==> config.mk <==
export PLATFORM = sky130hd
export DESIGN_NAME = acc_ctrl
export DESIGN_NICKNAME = d
export VERILOG_FILES = /design/src/hdl/acc_pkg.sv /design/src/hdl/acc_conv_if.sv /design/src/hdl/acc_sar_engine.sv /design/src/hdl/acc_step_div.sv /design/src/hdl/acc_ctrl.sv
export SDC_FILE = /design/constraint.sdc
export NUM_CORES = 1
export LEC_CHECK = 0
export BUFFER_PORTS_ARGS = -buffer_cell sky130_fd_sc_hd__buf_2
export CAP_MARGIN = 20
export CORE_ASPECT_RATIO = 1.4
export CORE_UTILIZATION = 47
export DETAILED_ROUTE_END_ITERATION = 16
export PLACE_DENSITY = 0.75
export SYNTH_ARGS = -nofsm -noshare
export SYNTH_HDL_FRONTEND = slang
export SYNTH_SLANG_ARGS = --single-unit
export TNS_END_PERCENT = 5
==> constraint.sdc <==
create_clock -name clk_i -period 1.5 [get_ports clk_i]
set_input_delay 0.15 -clock clk_i [delete_from_list [all_inputs] [get_ports clk_i]]
set_output_delay 0.15 -clock clk_i [all_outputs]
set_load 0.02 [all_outputs]
==> src/hdl/acc_pkg.sv <==
// Package with register map, field positions and timing constants of the converter control
package acc_pkg;
    // ==========================================
    // Register map (word index = printed offset / 4 is not needed: all offsets multiple of four)
    localparam logic [7:0] ACC_CTRL_ADDR = 8'hC0;
    localparam logic [7:0] ACC_RESULT_ADDR = 8'hC4;
    localparam logic [7:0] ACC_INDIS_ADDR = 8'hC8;
    localparam logic [7:0] ACC_IRQ_STAT_ADDR = 8'hCC;
    localparam logic [7:0] ACC_IRQ_MASK_ADDR = 8'hD0;
    localparam logic [7:0] ACC_SYS_ADDR = 8'hD4;
    localparam logic [7:0] ACC_PORT_ADDR = 8'hD8;
    // ==========================================
    // Control register fields
    localparam int ACC_EN_BIT = 7;
    localparam int ACC_DAC1_BIT = 6;
    localparam int ACC_RESULT_AND_FIRST_DAC_BIT = 5;
    localparam int ACC_DONE_BIT = 4;
    localparam int ACC_BUSY_BIT = 3;
    localparam int ACC_RC_BIT = 2;
    localparam int ACC_CH_HI_BIT = 1;
    localparam int ACC_CH_LO_BIT = 0;
    localparam logic [7:0] ACC_CTRL_RESET = 8'h00;
    localparam logic [7:0] ACC_INDIS_RESET = 8'h00;
    // System register fields: global interrupt enable, converter interrupt enable, top priority
    localparam int ACC_SYS_GIE_BIT = 0;
    localparam int ACC_SYS_EAD_BIT = 1;
    localparam int ACC_SYS_PRIO_BIT = 2;
    // ==========================================
    // Conversion timing
    localparam int ACC_BITS = 8;
    localparam int ACC_SAMPLE_STEPS = 2;
    localparam int ACC_CLK_MHZ = 250;
    localparam int ACC_STEP_NS = 100;
    localparam int ACC_STEP_CYC = (ACC_STEP_NS * ACC_CLK_MHZ + 999) / 1000;
    localparam logic [31:0] ACC_WB_ZERO = 32'h0000_0000;
    typedef enum logic [2:0] {
        ACC_IDLE = 3'b001,
        ACC_SAMPLE = 3'b010,
        ACC_STEP = 3'b100
    } acc_state_type;
endpackage : acc_pkg

==> src/hdl/acc_conv_if.sv <==
// Interface between the control register logic and the approximation engine
`timescale 1ns/10ps
interface acc_conv_if;
    logic start;
    logic [1:0] channel;
    logic done;
    logic [7:0] result;
    logic busy;
    logic step_en;
    logic comp_hi;
    logic [7:0] trial;
    modport ctrl (output start, output channel, output step_en, input done, input result, input busy, input trial);
    modport eng (input start, input channel, input step_en, output done, output result, output busy, output trial);
    modport cmp (input trial, output comp_hi);
endinterface : acc_conv_if

==> src/hdl/acc_sar_engine.sv <==
// Successive-approximation engine: sampling phase then one step per bit
`timescale 1ns/10ps
module acc_sar_engine
    import acc_pkg::*;
(
    input wire logic clk_i,
    input wire logic rst_i,
    input wire logic comp_hi_i,
    acc_conv_if.eng cv
);
    acc_state_type state_q;
    logic [3:0] cnt_q;
    logic [7:0] sar_q;
    logic [7:0] bit_q;
    logic done_q;
    wire logic [7:0] keep = comp_hi_i ? sar_q : (sar_q & ~bit_q);
    assign cv.busy = (state_q != ACC_IDLE);
    assign cv.done = done_q;
    assign cv.result = sar_q;
    assign cv.trial = sar_q;
    // ==========================================
    // Sequencer
    always_ff @(posedge clk_i) begin
        done_q <= 1'b0;
        if (rst_i) begin
            state_q <= ACC_IDLE;
            cnt_q <= 4'h0;
            sar_q <= 8'h00;
            bit_q <= 8'h00;
        end else begin
            unique case (state_q)
                ACC_IDLE: begin
                    if (cv.start) begin
                        state_q <= ACC_SAMPLE;
                        cnt_q <= 4'(ACC_SAMPLE_STEPS);
                        sar_q <= 8'h80;
                        bit_q <= 8'h80;
                    end
                end
                ACC_SAMPLE: begin
                    if (cv.step_en) begin
                        cnt_q <= cnt_q - 4'h1;
                        if (cnt_q == 4'h1) begin
                            state_q <= ACC_STEP;
                            cnt_q <= 4'(ACC_BITS);
                        end
                    end
                end
                ACC_STEP: begin
                    if (cv.step_en) begin
                        cnt_q <= cnt_q - 4'h1;
                        sar_q <= keep | (bit_q >> 1);
                        bit_q <= bit_q >> 1;
                        if (cnt_q == 4'h1) begin
                            sar_q <= keep;
                            state_q <= ACC_IDLE;
                            done_q <= 1'b1;
                        end
                    end
                end
                default: state_q <= ACC_IDLE;
            endcase
        end
    end
endmodule : acc_sar_engine

==> src/hdl/acc_step_div.sv <==
// Divider giving the one-cycle conversion step enable
`timescale 1ns/10ps
module acc_step_div
    import acc_pkg::*;
#(
    parameter int STEP_CYC = ACC_STEP_CYC
) (
    input wire logic clk_i,
    input wire logic rst_i,
    acc_conv_if.ctrl cv
);
    logic [15:0] div_q;
    logic en_q;
    assign cv.step_en = en_q;
    always_ff @(posedge clk_i) begin
        if (rst_i || !cv.busy) begin
            div_q <= 16'h0000;
            en_q <= 1'b0;
        end else begin
            en_q <= (div_q == 16'(STEP_CYC - 1));
            div_q <= (div_q == 16'(STEP_CYC - 1)) ? 16'h0000 : div_q + 16'h0001;
        end
    end
endmodule : acc_step_div

==> src/hdl/acc_ctrl.sv <==
// Converter control: register file, start/busy, completion flag, result, input disable, DAC gating
`timescale 1ns/10ps
module acc_ctrl
    import acc_pkg::*;
(
    input wire logic clk_i,
    input wire logic rst_i,
    input wire logic [7:0] adr_i,
    input wire logic [31:0] dat_i,
    output logic [31:0] dat_o,
    input wire logic we_i,
    input wire logic [3:0] sel_i,
    input wire logic cyc_i,
    input wire logic stb_i,
    output logic ack_o,
    output logic err_o,
    input wire logic comp_hi_i,
    input wire logic [7:0] port_pins_i,
    output logic [1:0] mux_sel_o,
    output logic analog_enable_o,
    output logic first_dac_pin_en_o,
    output logic second_dac_pin_en_o,
    output logic rc_clock_select_o,
    output logic [7:0] sar_trial_o,
    output logic [7:0] port_a_input_disable_o,
    output logic irq_o
);
    acc_conv_if cv ();
    logic [7:0] ctrl_q;
    logic [7:0] result_q;
    logic [7:0] indis_q;
    logic [2:0] sys_q;
    logic mask_q;
    logic stat_q;
    logic ack_q;
    logic err_q;
    logic [31:0] rdat_q;
    logic [7:0] pin_s1_q;
    logic [7:0] pin_s2_q;

    // ==========================================
    // Bus decode
    wire logic req = cyc_i && stb_i && !ack_q && !err_q;
    wire logic hit_ctrl = (adr_i == ACC_CTRL_ADDR);
    wire logic hit_res = (adr_i == ACC_RESULT_ADDR);
    wire logic hit_indis = (adr_i == ACC_INDIS_ADDR);
    wire logic hit_stat = (adr_i == ACC_IRQ_STAT_ADDR);
    wire logic hit_mask = (adr_i == ACC_IRQ_MASK_ADDR);
    wire logic hit_sys = (adr_i == ACC_SYS_ADDR);
    wire logic hit_port = (adr_i == ACC_PORT_ADDR);
    wire logic mapped = hit_ctrl | hit_res | hit_indis | hit_stat | hit_mask | hit_sys | hit_port;
    wire logic wr_lane0 = req && we_i && sel_i[0] && mapped;
    wire logic wr_ctrl = wr_lane0 && hit_ctrl;
    wire logic [7:0] wd = dat_i[7:0];

    // ==========================================
    // Control register behaviour
    wire logic done_evt = cv.done;
    wire logic running = ctrl_q[ACC_BUSY_BIT];
    wire logic blocked = ctrl_q[ACC_BUSY_BIT] | ctrl_q[ACC_DONE_BIT];
    wire logic start_req = wr_ctrl && wd[ACC_BUSY_BIT] && !blocked;
    wire logic clr_done = wr_ctrl && !wd[ACC_DONE_BIT] && ctrl_q[ACC_DONE_BIT];
    wire logic ch_write = wr_ctrl && !running && !clr_done;
    wire logic result_and_first_dac_write = wr_ctrl && !blocked;
    wire logic [1:0] ch_next = ch_write ? wd[ACC_CH_HI_BIT:ACC_CH_LO_BIT] : ctrl_q[ACC_CH_HI_BIT:ACC_CH_LO_BIT];
    wire logic done_next = done_evt | (ctrl_q[ACC_DONE_BIT] & ~clr_done);
    wire logic busy_next = start_req | (running & ~done_evt);
    wire logic [7:0] ctrl_d = {
        wr_ctrl ? wd[ACC_EN_BIT] : ctrl_q[ACC_EN_BIT],
        wr_ctrl ? wd[ACC_DAC1_BIT] : ctrl_q[ACC_DAC1_BIT],
        result_and_first_dac_write ? wd[ACC_RESULT_AND_FIRST_DAC_BIT] : ctrl_q[ACC_RESULT_AND_FIRST_DAC_BIT],
        done_next,
        busy_next,
        wr_ctrl ? wd[ACC_RC_BIT] : ctrl_q[ACC_RC_BIT],
        ch_next
    };

    assign cv.start = start_req;
    assign cv.channel = ch_next;
    assign mux_sel_o = ctrl_q[ACC_CH_HI_BIT:ACC_CH_LO_BIT];
    assign analog_enable_o = ctrl_q[ACC_EN_BIT];
    assign first_dac_pin_en_o = ctrl_q[ACC_RESULT_AND_FIRST_DAC_BIT] && !ctrl_q[ACC_EN_BIT];
    assign second_dac_pin_en_o = ctrl_q[ACC_DAC1_BIT];
    assign rc_clock_select_o = ctrl_q[ACC_RC_BIT];
    assign sar_trial_o = cv.trial;
    assign cv.comp_hi = comp_hi_i;
    assign port_a_input_disable_o = indis_q;

    // ==========================================
    // Interrupt: sticky status, mask, done flag, gated by all three system register bits
    wire logic sys_ok = sys_q[ACC_SYS_GIE_BIT] & sys_q[ACC_SYS_EAD_BIT] & sys_q[ACC_SYS_PRIO_BIT];
    wire logic stat_clr = wr_lane0 && hit_stat && wd[0];
    assign irq_o = stat_q && mask_q && ctrl_q[ACC_DONE_BIT] && sys_ok;

    // ==========================================
    // Port read with disabled inputs forced to zero
    wire logic [7:0] port_rd = pin_s2_q & ~indis_q;

    wire logic [31:0] rd_mux =
        hit_ctrl ? {24'h00_0000, ctrl_q} :
        hit_res ? {24'h00_0000, result_q} :
        hit_indis ? {24'h00_0000, indis_q} :
        hit_stat ? {31'h0000_0000, stat_q} :
        hit_mask ? {31'h0000_0000, mask_q} :
        hit_sys ? {29'h0000_0000, sys_q} :
        hit_port ? {24'h00_0000, port_rd} : ACC_WB_ZERO;

    assign ack_o = ack_q;
    assign err_o = err_q;
    assign dat_o = rdat_q;

    acc_step_div u_div (
        .clk_i(clk_i),
        .rst_i(rst_i),
        .cv(cv.ctrl)
    );

    acc_sar_engine u_eng (
        .clk_i(clk_i),
        .rst_i(rst_i),
        .comp_hi_i(comp_hi_i),
        .cv(cv.eng)
    );

    // ==========================================
    // Registers
    always_ff @(posedge clk_i) begin
        if (rst_i) begin
            ctrl_q <= ACC_CTRL_RESET;
            indis_q <= ACC_INDIS_RESET;
            sys_q <= 3'b000;
            mask_q <= 1'b0;
            stat_q <= 1'b0;
        end else begin
            ctrl_q <= ctrl_d;
            if (wr_lane0 && hit_indis) begin
                indis_q <= wd;
            end
            if (wr_lane0 && hit_sys) begin
                sys_q <= wd[2:0];
            end
            if (wr_lane0 && hit_mask) begin
                mask_q <= wd[0];
            end
            stat_q <= done_evt | (stat_q & ~stat_clr);
        end
    end

    always_ff @(posedge clk_i) begin
        if (rst_i) begin
            result_q <= 8'h00;
        end else if (done_evt) begin
            result_q <= cv.result;
        end
    end

    always_ff @(posedge clk_i) begin
        if (rst_i) begin
            ack_q <= 1'b0;
            err_q <= 1'b0;
            rdat_q <= ACC_WB_ZERO;
        end else begin
            ack_q <= req && mapped;
            err_q <= req && !mapped;
            rdat_q <= (req && !we_i) ? rd_mux : ACC_WB_ZERO;
        end
    end

    always_ff @(posedge clk_i) begin
        if (rst_i) begin
            pin_s1_q <= 8'h00;
            pin_s2_q <= 8'h00;
        end else begin
            pin_s1_q <= port_pins_i;
            pin_s2_q <= pin_s1_q;
        end
    end
endmodule : acc_ctrl

Word-level counts from Yosys, hierarchy flattened --
Cells that the tools add are included.
Storage, ports and cells: input port bits 58, register bits 120, output and inout bits 57, logic and storage cells 140
Operators by class: bitwise operators 26, mux-type cells 26, equal/unequal tests 18, reduce and logical (&&, ||, !) cells 46, add/sub/neg operators 2
Operator list (number):
- $mux 8 | 12
- $eq 8x8->1 const B | 7
- $pmux 8 s2 | 2
- $logic_and 1x1->1 | 26
- $add 16x1->16 const B | 1
- $and 8x8->8 | 2
- $eq 16x5->1 const B | 1
- $mux 4 | 4
- $not 8->8 | 2
- $mux 3 | 5
- $pmux 4 s3 | 1
- $logic_not 1->1 | 10
- $or 1x1->1 | 10
- $pmux 3 s3 | 1
- $or 8x7->8 | 1
- $reduce_or 8->1 | 1
- $ne 2x2->1 const B | 3
- $not 1->1 | 6
- $and 1x1->1 | 5
- $reduce_and 5->1 | 1
- $eq 4x1->1 const B | 1
- $ne 2x1->1 const B | 2
- $reduce_and 4->1 | 1
- $reduce_or 2->1 | 2
- 11 further kinds | 11

Depth between registers and ports, before layout --
Gate-level depths: netlist of run 1.
word-level depth 14, mapped depth 7

Least setup slack after synthesis of run 1 --
Ideal clock, no wire load.
path type reg-to-reg, from reg err_q, in the netlist err_o, to reg sys_q[0], setup time 0.129 ns, required time 1.371 ns, arrival 1.634 ns, cell stages (with the launch flop) 7, clock period less this slack 1.763 ns, path slack -0.263 ns, cells stage by stage dfxtp_1 -> and4bb_2 -> nand4_2 -> or4_1 -> clkbuf_1 -> mux2i_1 -> nor2_1
On the way: cells in the longest elaborated chain, start to end 6
Ends and longest elaborated chain:
- start, declared | line acc_ctrl.sv:36 | logic err_q;
- start signal, assigned | line acc_ctrl.sv:164 | err_q <= req && !mapped;
- $logic_not 1->1 | line acc_ctrl.sv:43 | wire logic req = cyc_i && stb_i && !ack_q && !err_q;
- $logic_and 1x1->1 | line acc_ctrl.sv:43
- $logic_and 1x1->1 (3 in a row) | line acc_ctrl.sv:52 | wire logic wr_lane0 = req && we_i && sel_i[0] && mapped;
- $logic_and 1x1->1 | line acc_ctrl.sv:139 | if (wr_lane0 && hit_sys) begin
- end signal, assigned | line acc_ctrl.sv:140 | sys_q <= wd[2:0];
- end, declared | line acc_ctrl.sv:32 | logic [2:0] sys_q;
Every way passes these cells. A chain may end at the register's enable or synchronous reset.

Worst setup path in the final report of run 1 --
from reg ack_q, in the netlist ack_o, to reg ctrl_q[1]
On the way: cells in the longest elaborated chain, start to end 11
Ends and longest elaborated chain:
- start, declared | line acc_ctrl.sv:35 | logic ack_q;
- start signal, assigned | line acc_ctrl.sv:163 | ack_q <= req && mapped;
- $logic_not 1->1 * | line acc_ctrl.sv:43
- $logic_and 1x1->1 * (2 in a row) | line acc_ctrl.sv:43
- $logic_and 1x1->1 * (3 in a row) | line acc_ctrl.sv:52
- $logic_and 1x1->1 * | line acc_ctrl.sv:53 | wire logic wr_ctrl = wr_lane0 && hit_ctrl;
- $logic_and 1x1->1 (2 in a row) | line acc_ctrl.sv:62 | wire logic clr_done = wr_ctrl && !wd[ACC_DONE_BIT] && ctrl_q[ACC_DONE_BIT];
- $logic_not 1->1 | line acc_ctrl.sv:63 | wire logic ch_write = wr_ctrl && !running && !clr_done;
- $logic_and 1x1->1 * | line acc_ctrl.sv:63
- end signal, assigned | line acc_ctrl.sv:135 | ctrl_q <= ctrl_d;
- end, declared | line acc_ctrl.sv:29 | logic [7:0] ctrl_q;
Every way passes the cells marked *; elsewhere a longest branch is shown, timed or not.

==> results of run 1 <==
[registers in the layout, indices dropped and copies added, names as in the netlist, 3 cells and up]
name and flops:
u_eng.bit_q 8, sys_q 3, u_eng.state_q 3, pin_s2_q 8, u_div.div_q 16, u_eng.cnt_q 4
result_q 8, u_eng.cv.result 8, pin_s1_q 8, dat_o 8, port_a_input_disable_o 8, ctrl_q 8
[stage by stage]
step	setup TNS [ns]	std cells	area (um^2)	setup WS, ns
finish	-4.47	681	5320	-0.197
CTS	-4.32	681	5290	-0.205
floorplan	-3.96	500	4400	-0.176
global placement	-7.35	666	4890	-0.192
detailed placement	-9.55	666	4890	-0.276
global route	-8.11	681	5320	-0.276
[worst max path at each step]
stage	slack (ns)	end	start	cells past startpoint
floorplan	-0.18	sys_q[0]$_SDFFE_PP0P_	ack_o$_SDFF_PP0_	6
global placement	-0.19	u_eng.bit_q[6]$_SDFFE_PP0P_	ack_o$_SDFF_PP0_	6
detailed placement	-0.28	u_eng.bit_q[6]$_SDFFE_PP0P_	ack_o$_SDFF_PP0_	6
CTS	-0.20	ctrl_q[0]$_SDFFE_PP0P_	ack_o$_SDFF_PP0_	6
global route	-0.28	ctrl_q[1]$_SDFFE_PP0P_	ack_o$_SDFF_PP0_	6
finish	-0.20	ctrl_q[1]$_SDFFE_PP0P_	ack_o$_SDFF_PP0_	6
[cells in the final DEF (no fill, tap or decap), drive strengths merged, types with 3 or more instances in the layout]
cell and instances:
ha 4, xor2 8, conb 24, nand4 6
a21oi 25, clkbuf 11, and4 3, buf 108
mux2 3, and2 4, nand3 19, a31oi 3
a211oi 4, dfxtp 96, nor2 67, xnor2 8
o21ai 9, and3 6, nor4 4, a22oi 18
nand2 39, nor3 4, nand2b 5, nor2b 23
mux2i 30, nor3b 6, inv 11
[synth_stat cells, types with 9 or more instances]
master	n
a21oi_1	23
a22oi_1	18
buf_4	27
clkbuf_1	14
dfxtp_1	96
inv_1	9
mux2i_1	30
nand2_1	38
nand3_1	19
nor2_1	66
nor2b_1	23
o21ai_0	9
[per-layer routing]
layer | GRT usage | vias to the layer above | share of wire
met2 | 0.393 | 94 | 0.52
met4 | 0.122 | 0 | 0.029
met3 | 0.0337 | 23 | 0.038
met1 | 0.236 | 1699 | 0.42
li1 | - | 1788 | -
met5 | 0 | - | 0
[power by group through the flow]
stage	logic (W)	clock network [W]	registers [W]
2_1_floorplan	0.000208	0	0.00263
3_3_place_gp	0.000255	0	0.00263
3_5_place_dp	0.000258	0	0.00263
4_1_cts	0.000265	0.00224	0.00257
5_1_grt	0.000294	0.00234	0.00257
6_report	0.000271	0.00220	0.00257
[cells by family (layout without fill, tap and decap cells)]
kind of cell,Yosys count,in the layout
XOR/XNOR,16,16
AND/OR/NAND/NOR,199,199
flip-flops,96,96
AO/OA/AOI/OAI,71,71
adder cells (fa/ha/maj),4,4
multiplexers,33,33
other,1,24
buffers and inverters,57,133
[timing repair]
action,CTS,global route
pin swaps,12,7
resized for setup,23,13
setup buffers,0,0
setup endpoints to repair,55,50
[cell type report]
cell class	instances	area, um^2	share of cell area
multi-input combinational	347	2280	0.428
sequential	96	1930	0.362
timing repair buffer	108	661	0.124
clock buffer	11	253	0.0475
tap	105	131	0.0247
clock inverter	5	38.8	0.00729
inverter	9	33.8	0.00635
==> impl_metrics.csv, run 1 <==
group,metric,value,unit
yosys,synth-simple-area-share,0.238,
worst_setup_path,cp.arrival,1.92,ns
yosys,synthMuxAreaShare,0.0776,
power,vdd_ir_drop_max,0.794,mV
power,cellPowerDensity,948,nW/um^2
run,maxCapViolations,0,
global_route,grt_pass1_vias,3444,
timing,hold_viol,0,
power,leakagePower,2.09,nW
run_status,violations,"negative setup slack",
placed_design,gp_congestion,0.939,
yosys,synth_top_family_by_area,"simple AND/OR/NAND/NOR gates",
yosys,syn_avg_cell_area,9.02,um^2
power,p_sw_frac,0.230,
route,drt-total-wl,9.99,mm
power,p_seq_frac,0.510,
timing,setup_slack,-0.197,ns
yosys,synthTopCellsByArea,"dfxtp_1 45%, mux2i_1 7.0%, nor2_1 5.8%",
worst_setup_path,rr_startpoint,"ack_o$_SDFF_PP0_",
worst_setup_path,critPathTopFamily,"simple AND/OR/NAND/NOR gates",
timing,finalSetupViolCount,43,
die,ios,115,
yosys,synth-xor-area-share,0.0326,
die,coreArea,8710,um^2
min_path,hold_path.startpoint,"port_pins_i[0]",
power,power_switching,0.00116,W
global_route,grt_max_degree,34,
timing,layout_worst_path_cycle_share,1.13,
route,drtIter0Drc,199,
worst_setup_path,crit_path_top_delay_cell,"and4bb_4",
cts,clock_sinks,96,
finish,syn2layout_area_growth,23.7,%
yosys,synth_seq_cells,96,
timing,holdWs,0.0193,ns
cts,h-tree-depth,3,
timing,slew_violations,0,
timing,fmax,0.589,GHz
cts,root_buffer,"clkbuf_16",
die,fp.dieH,115,um
die,chipWidth,82.9,um
worst_setup_path,path_cells,"and4bb_4 -> nand4_4 -> buf_4 -> a2111oi_4 -> mux2i_1 -> nor2_1",
worst_setup_path,worstSetupPathType,"reg -> reg",
die,dieArea,9550,um^2
cts,clockBufferDepth,2,
worst_setup_path,cpPeakStageDelay,0.36,ns
placed_design,port_buffers,63,
worst_setup_path,cp_max_fo,5,
finish,fin_util,0.611,
yosys,ys_seq_area_frac,0.447,
worst_setup_path,endpoint_kind,"flop",
yosys,netlist_instances,477,
worst_setup_path,worstReg2RegEnd,"ctrl_q[1]$_SDFFE_PP0P_",
route,dr.pass1.iters,4,
cts,postCtsHoldBufs,0,
placed_design,hpwl,7.16,mm
min_path,worstHoldPathCells,2,
run_status,status,"finished, violations left",
min_path,hold_class,"in -> reg",
timing,finalClockSkew,0.00633,ns
timing,rsz0062_at_grt,"yes",
yosys,ys_types,55,
yosys,yosysWarnings,0,
worst_setup_path,path_buf_inv,1,
yosys,yosys.area.top_type,"dfxtp_1",
worst_setup_path,critPathLaunchType,"flop",
route,drc_errors,0,
yosys,async_flop_share,0,
cts,numCtsBuffers,9,
worst_setup_path,critical_path_required,1.72,ns
worst_setup_path,r2r_slack,-0.20,ns
global_route,antenna_found_initial,0,
power,fin_total_pwr,0.00504,W
finish,nFillCells,737,
min_path,min_to,"pin_s1_q[0]$_SDFF_PP0_",
cts,cts_tree,"yes",
die,std_cell_rows,40,
yosys,synth-compound-area-share,0.114,
yosys,synth_edf_count,0,
die,initial_core_util,0.494,
global_route,grt_pass1_wl,16.2,mm
cts,clk_latency,0.34,ns
yosys,ys.flop_type,"dfxtp_1",
route,vias,3604,
yosys,synth-adder-area-share,0.0116,
finish,drive_above_1_share,0.295,
worst_setup_path,r2r_cells,6,
finish,nNetsFinal,633,
yosys,synth_top_area_share,0.447,
cts,cts.reportedPaths.clkPinSlew,0.07,ns
finish,antennaDiodeCount,0,
global_route,grt_remaining_overflow,0,
route,viasPerCell,5.29,
power,clock_power_share,0.436,
power,p_int,0.00388,W
timing,finalCriticalPeriod,1.70,ns
route,drtAntennaViolNets,0,
power,p_comb_frac,0.054,
yosys,syn_area,4300,um^2
global_route,grt_usage,0.215,
route,routedWlPerCell,14.7,um
Power figures use the tool's default switching activity.
==> inputs of run 2 (changes only) <==
Settings changed: CORE_ASPECT_RATIO 1.4 to 1.2.
==> impl_metrics.csv, run 2 (same netlist as run 1, synthesis figures left out) <==
group,metric,value,unit
cts,clockBufferDepth,2,
die,fp.dieH,107,um
finish,largest_register_ffs,16,
worst_setup_path,crit_path_top_delay_cell,"and4bb_2",
route,viasPerCell,5.15,
power,vdd_ir_drop_max,0.423,mV
global_route,met2_usage,0.350,
die,dieArea,9540,um^2
global_route,grt_pass1_wl,15.5,mm
finish,drive_above_1_share,0.294,
finish,syn2layout_area_growth,23.5,%
route,dr.pass1.iters,4,
die,ios,115,
worst_setup_path,critPathLaunchType,"flop",
global_route,grt_remaining_overflow,0,
power,leakagePower,2.06,nW
finish,seq_area,1930,um^2
worst_setup_path,cp_max_fo,8,
run_status,violations,"negative setup slack",
die,initial_core_util,0.492,
power,cellPowerDensity,838,nW/um^2
placed_design,place_area,4860,um^2
worst_setup_path,critPathLaunch,"err_o$_SDFF_PP0_",
min_path,hold_class,"in -> reg",
route,routedWlPerCell,13.6,um
timing,slew_violations,0,
timing,fmax,0.593,GHz
worst_setup_path,worstSetupPathType,"reg -> reg",
worst_setup_path,critPathTopFamily,"simple AND/OR/NAND/NOR gates",
finish,antennaDiodeCount,0,
die,coreArea,8750,um^2
timing,tightest_slew,0.547,ns
timing,hold_viol,0,
global_route,grt_pass1_vias,3391,
finish,fin_util,0.607,
finish,final_cell_mix,"90 x dfxtp_1, 64 x nor2_1, 63 x buf_2, 37 x nand2_1, 37 x buf_4",
route,drtAntennaViolNets,0,
timing,finalCriticalPeriod,1.69,ns
cts,clock_sinks,96,
finish,nNetsFinal,638,
worst_setup_path,cpPeakStageDelay,0.34,ns
worst_setup_path,cp.arrival,1.93,ns
cts,numCtsBuffers,9,
global_route,use_met1,0.264,
finish,nFillCells,772,
placed_design,hpwl,6.87,mm
placed_design,gp_congestion,0.867,
min_path,hold_path.startpoint,"port_pins_i[5]",
route,drt-total-wl,9.47,mm
global_route,grt_usage,0.210,
global_route,antenna_found_initial,0,
global_route,grt_max_degree,40,
cts,root_buffer,"clkbuf_8",
finish,largest-register,"u_div.div_q",
run,maxCapViolations,0,
timing,layout_worst_path_cycle_share,1.12,
global_route,grt_util_met3,0.0370,
route,vias,3595,
run_status,status,"finished, violations left",
timing,finalSetupViolCount,46,
route,drc_errors,0,
cts,clk_latency,0.37,ns
placed_design,place_ws,-0.258,ns
timing,slew_headroom,0.635,
timing,setup_slack,-0.186,ns
cts,h-tree-depth,3,
die,std_cell_rows,37,
timing,holdWs,0.0166,ns
finish,final_cell_area,5320,um^2
global_route,grt.busiest_layer,"met2",
die,chipWidth,89.3,um
worst_setup_path,critical_path_required,1.75,ns
cts,cts_tree,"yes",
placed_design,port_buffers,63,
cts,cts.reportedPaths.clkPinSlew,0.09,ns
route,drtIter0Drc,153,
worst_setup_path,endpoint_kind,"flop",
worst_setup_path,path_cells,"and4bb_2 -> nand4_4 -> nor4b_2 -> buf_4 -> mux2i_1 -> nor2_1",
worst_setup_path,r2r_slack,-0.19,ns
worst_setup_path,rr_startpoint,"err_o$_SDFF_PP0_",
finish,multi_input_area,2300,um^2
finish,mostFrequentLayoutCell,"dfxtp_1",
timing,finalClockSkew,0.0166,ns
timing,rsz0062_at_grt,"yes",
worst_setup_path,path_buf_inv,1,
==> run 2: cell type report <==
class                           count  area share
Multi-Input combinational cell    348       0.432
Sequential cell                    96       0.363
Timing Repair Buffer              112       0.135
Tap cell                          117      0.0275
Clock buffer                        9      0.0233
Clock inverter                      7      0.0125
Inverter                            9     0.00636
==> run 2: stage by stage <==
stage / total power (W) / TNS [ns] / cells
floorplan: 0.00284 / -3.96 / 500
detailed placement: 0.00289 / -9.74 / 672
finish: 0.00445 / -5.50 / 698
global route: 0.00461 / -9.13 / 698
global placement: 0.00288 / -6.93 / 672
CTS: 0.00448 / -6.69 / 698
==> run 2: what timing repair did <==
item / CTS / global route
endpoints found under the setup margin: 59 / 62
setup buffers: 2 / 0
gates cloned: 1 / 0
hold buffers: 7 / 0
pin swaps: 18 / 9
gates resized for setup: 11 / 30
endpoints found under the hold margin: 7 / 0
==> run 2: path summary, 6_finish.rpt <==
check / to / cells past startpoint
setup / recovery: port_a_input_disable_o[3]$_SDFFE_PP0P_ / 6
hold / removal: pin_s1_q[5]$_SDFF_PP0_ / 2
setup reg to reg: port_a_input_disable_o[3]$_SDFFE_PP0P_ / 6
hold reg to reg: pin_s2_q[5]$_SDFF_PP0_ / 1
==> run 2: where the power goes <==
group | total (W) | switching, W | internal, W
registers | 0.00257 | 0.00000499 | 0.00257
clock network | 0.00160 | 0.000964 | 0.000637
logic | 0.000278 | 0.000180 | 0.0000989
==> run 2: routing by layer <==
layer | wire length, um | vias to the layer above
li1 | - | 1797
met1 | 4220 | 1682
met2 | 4590 | 98
met3 | 440 | 18
met4 | 229 | 0
met5 | 0 | -
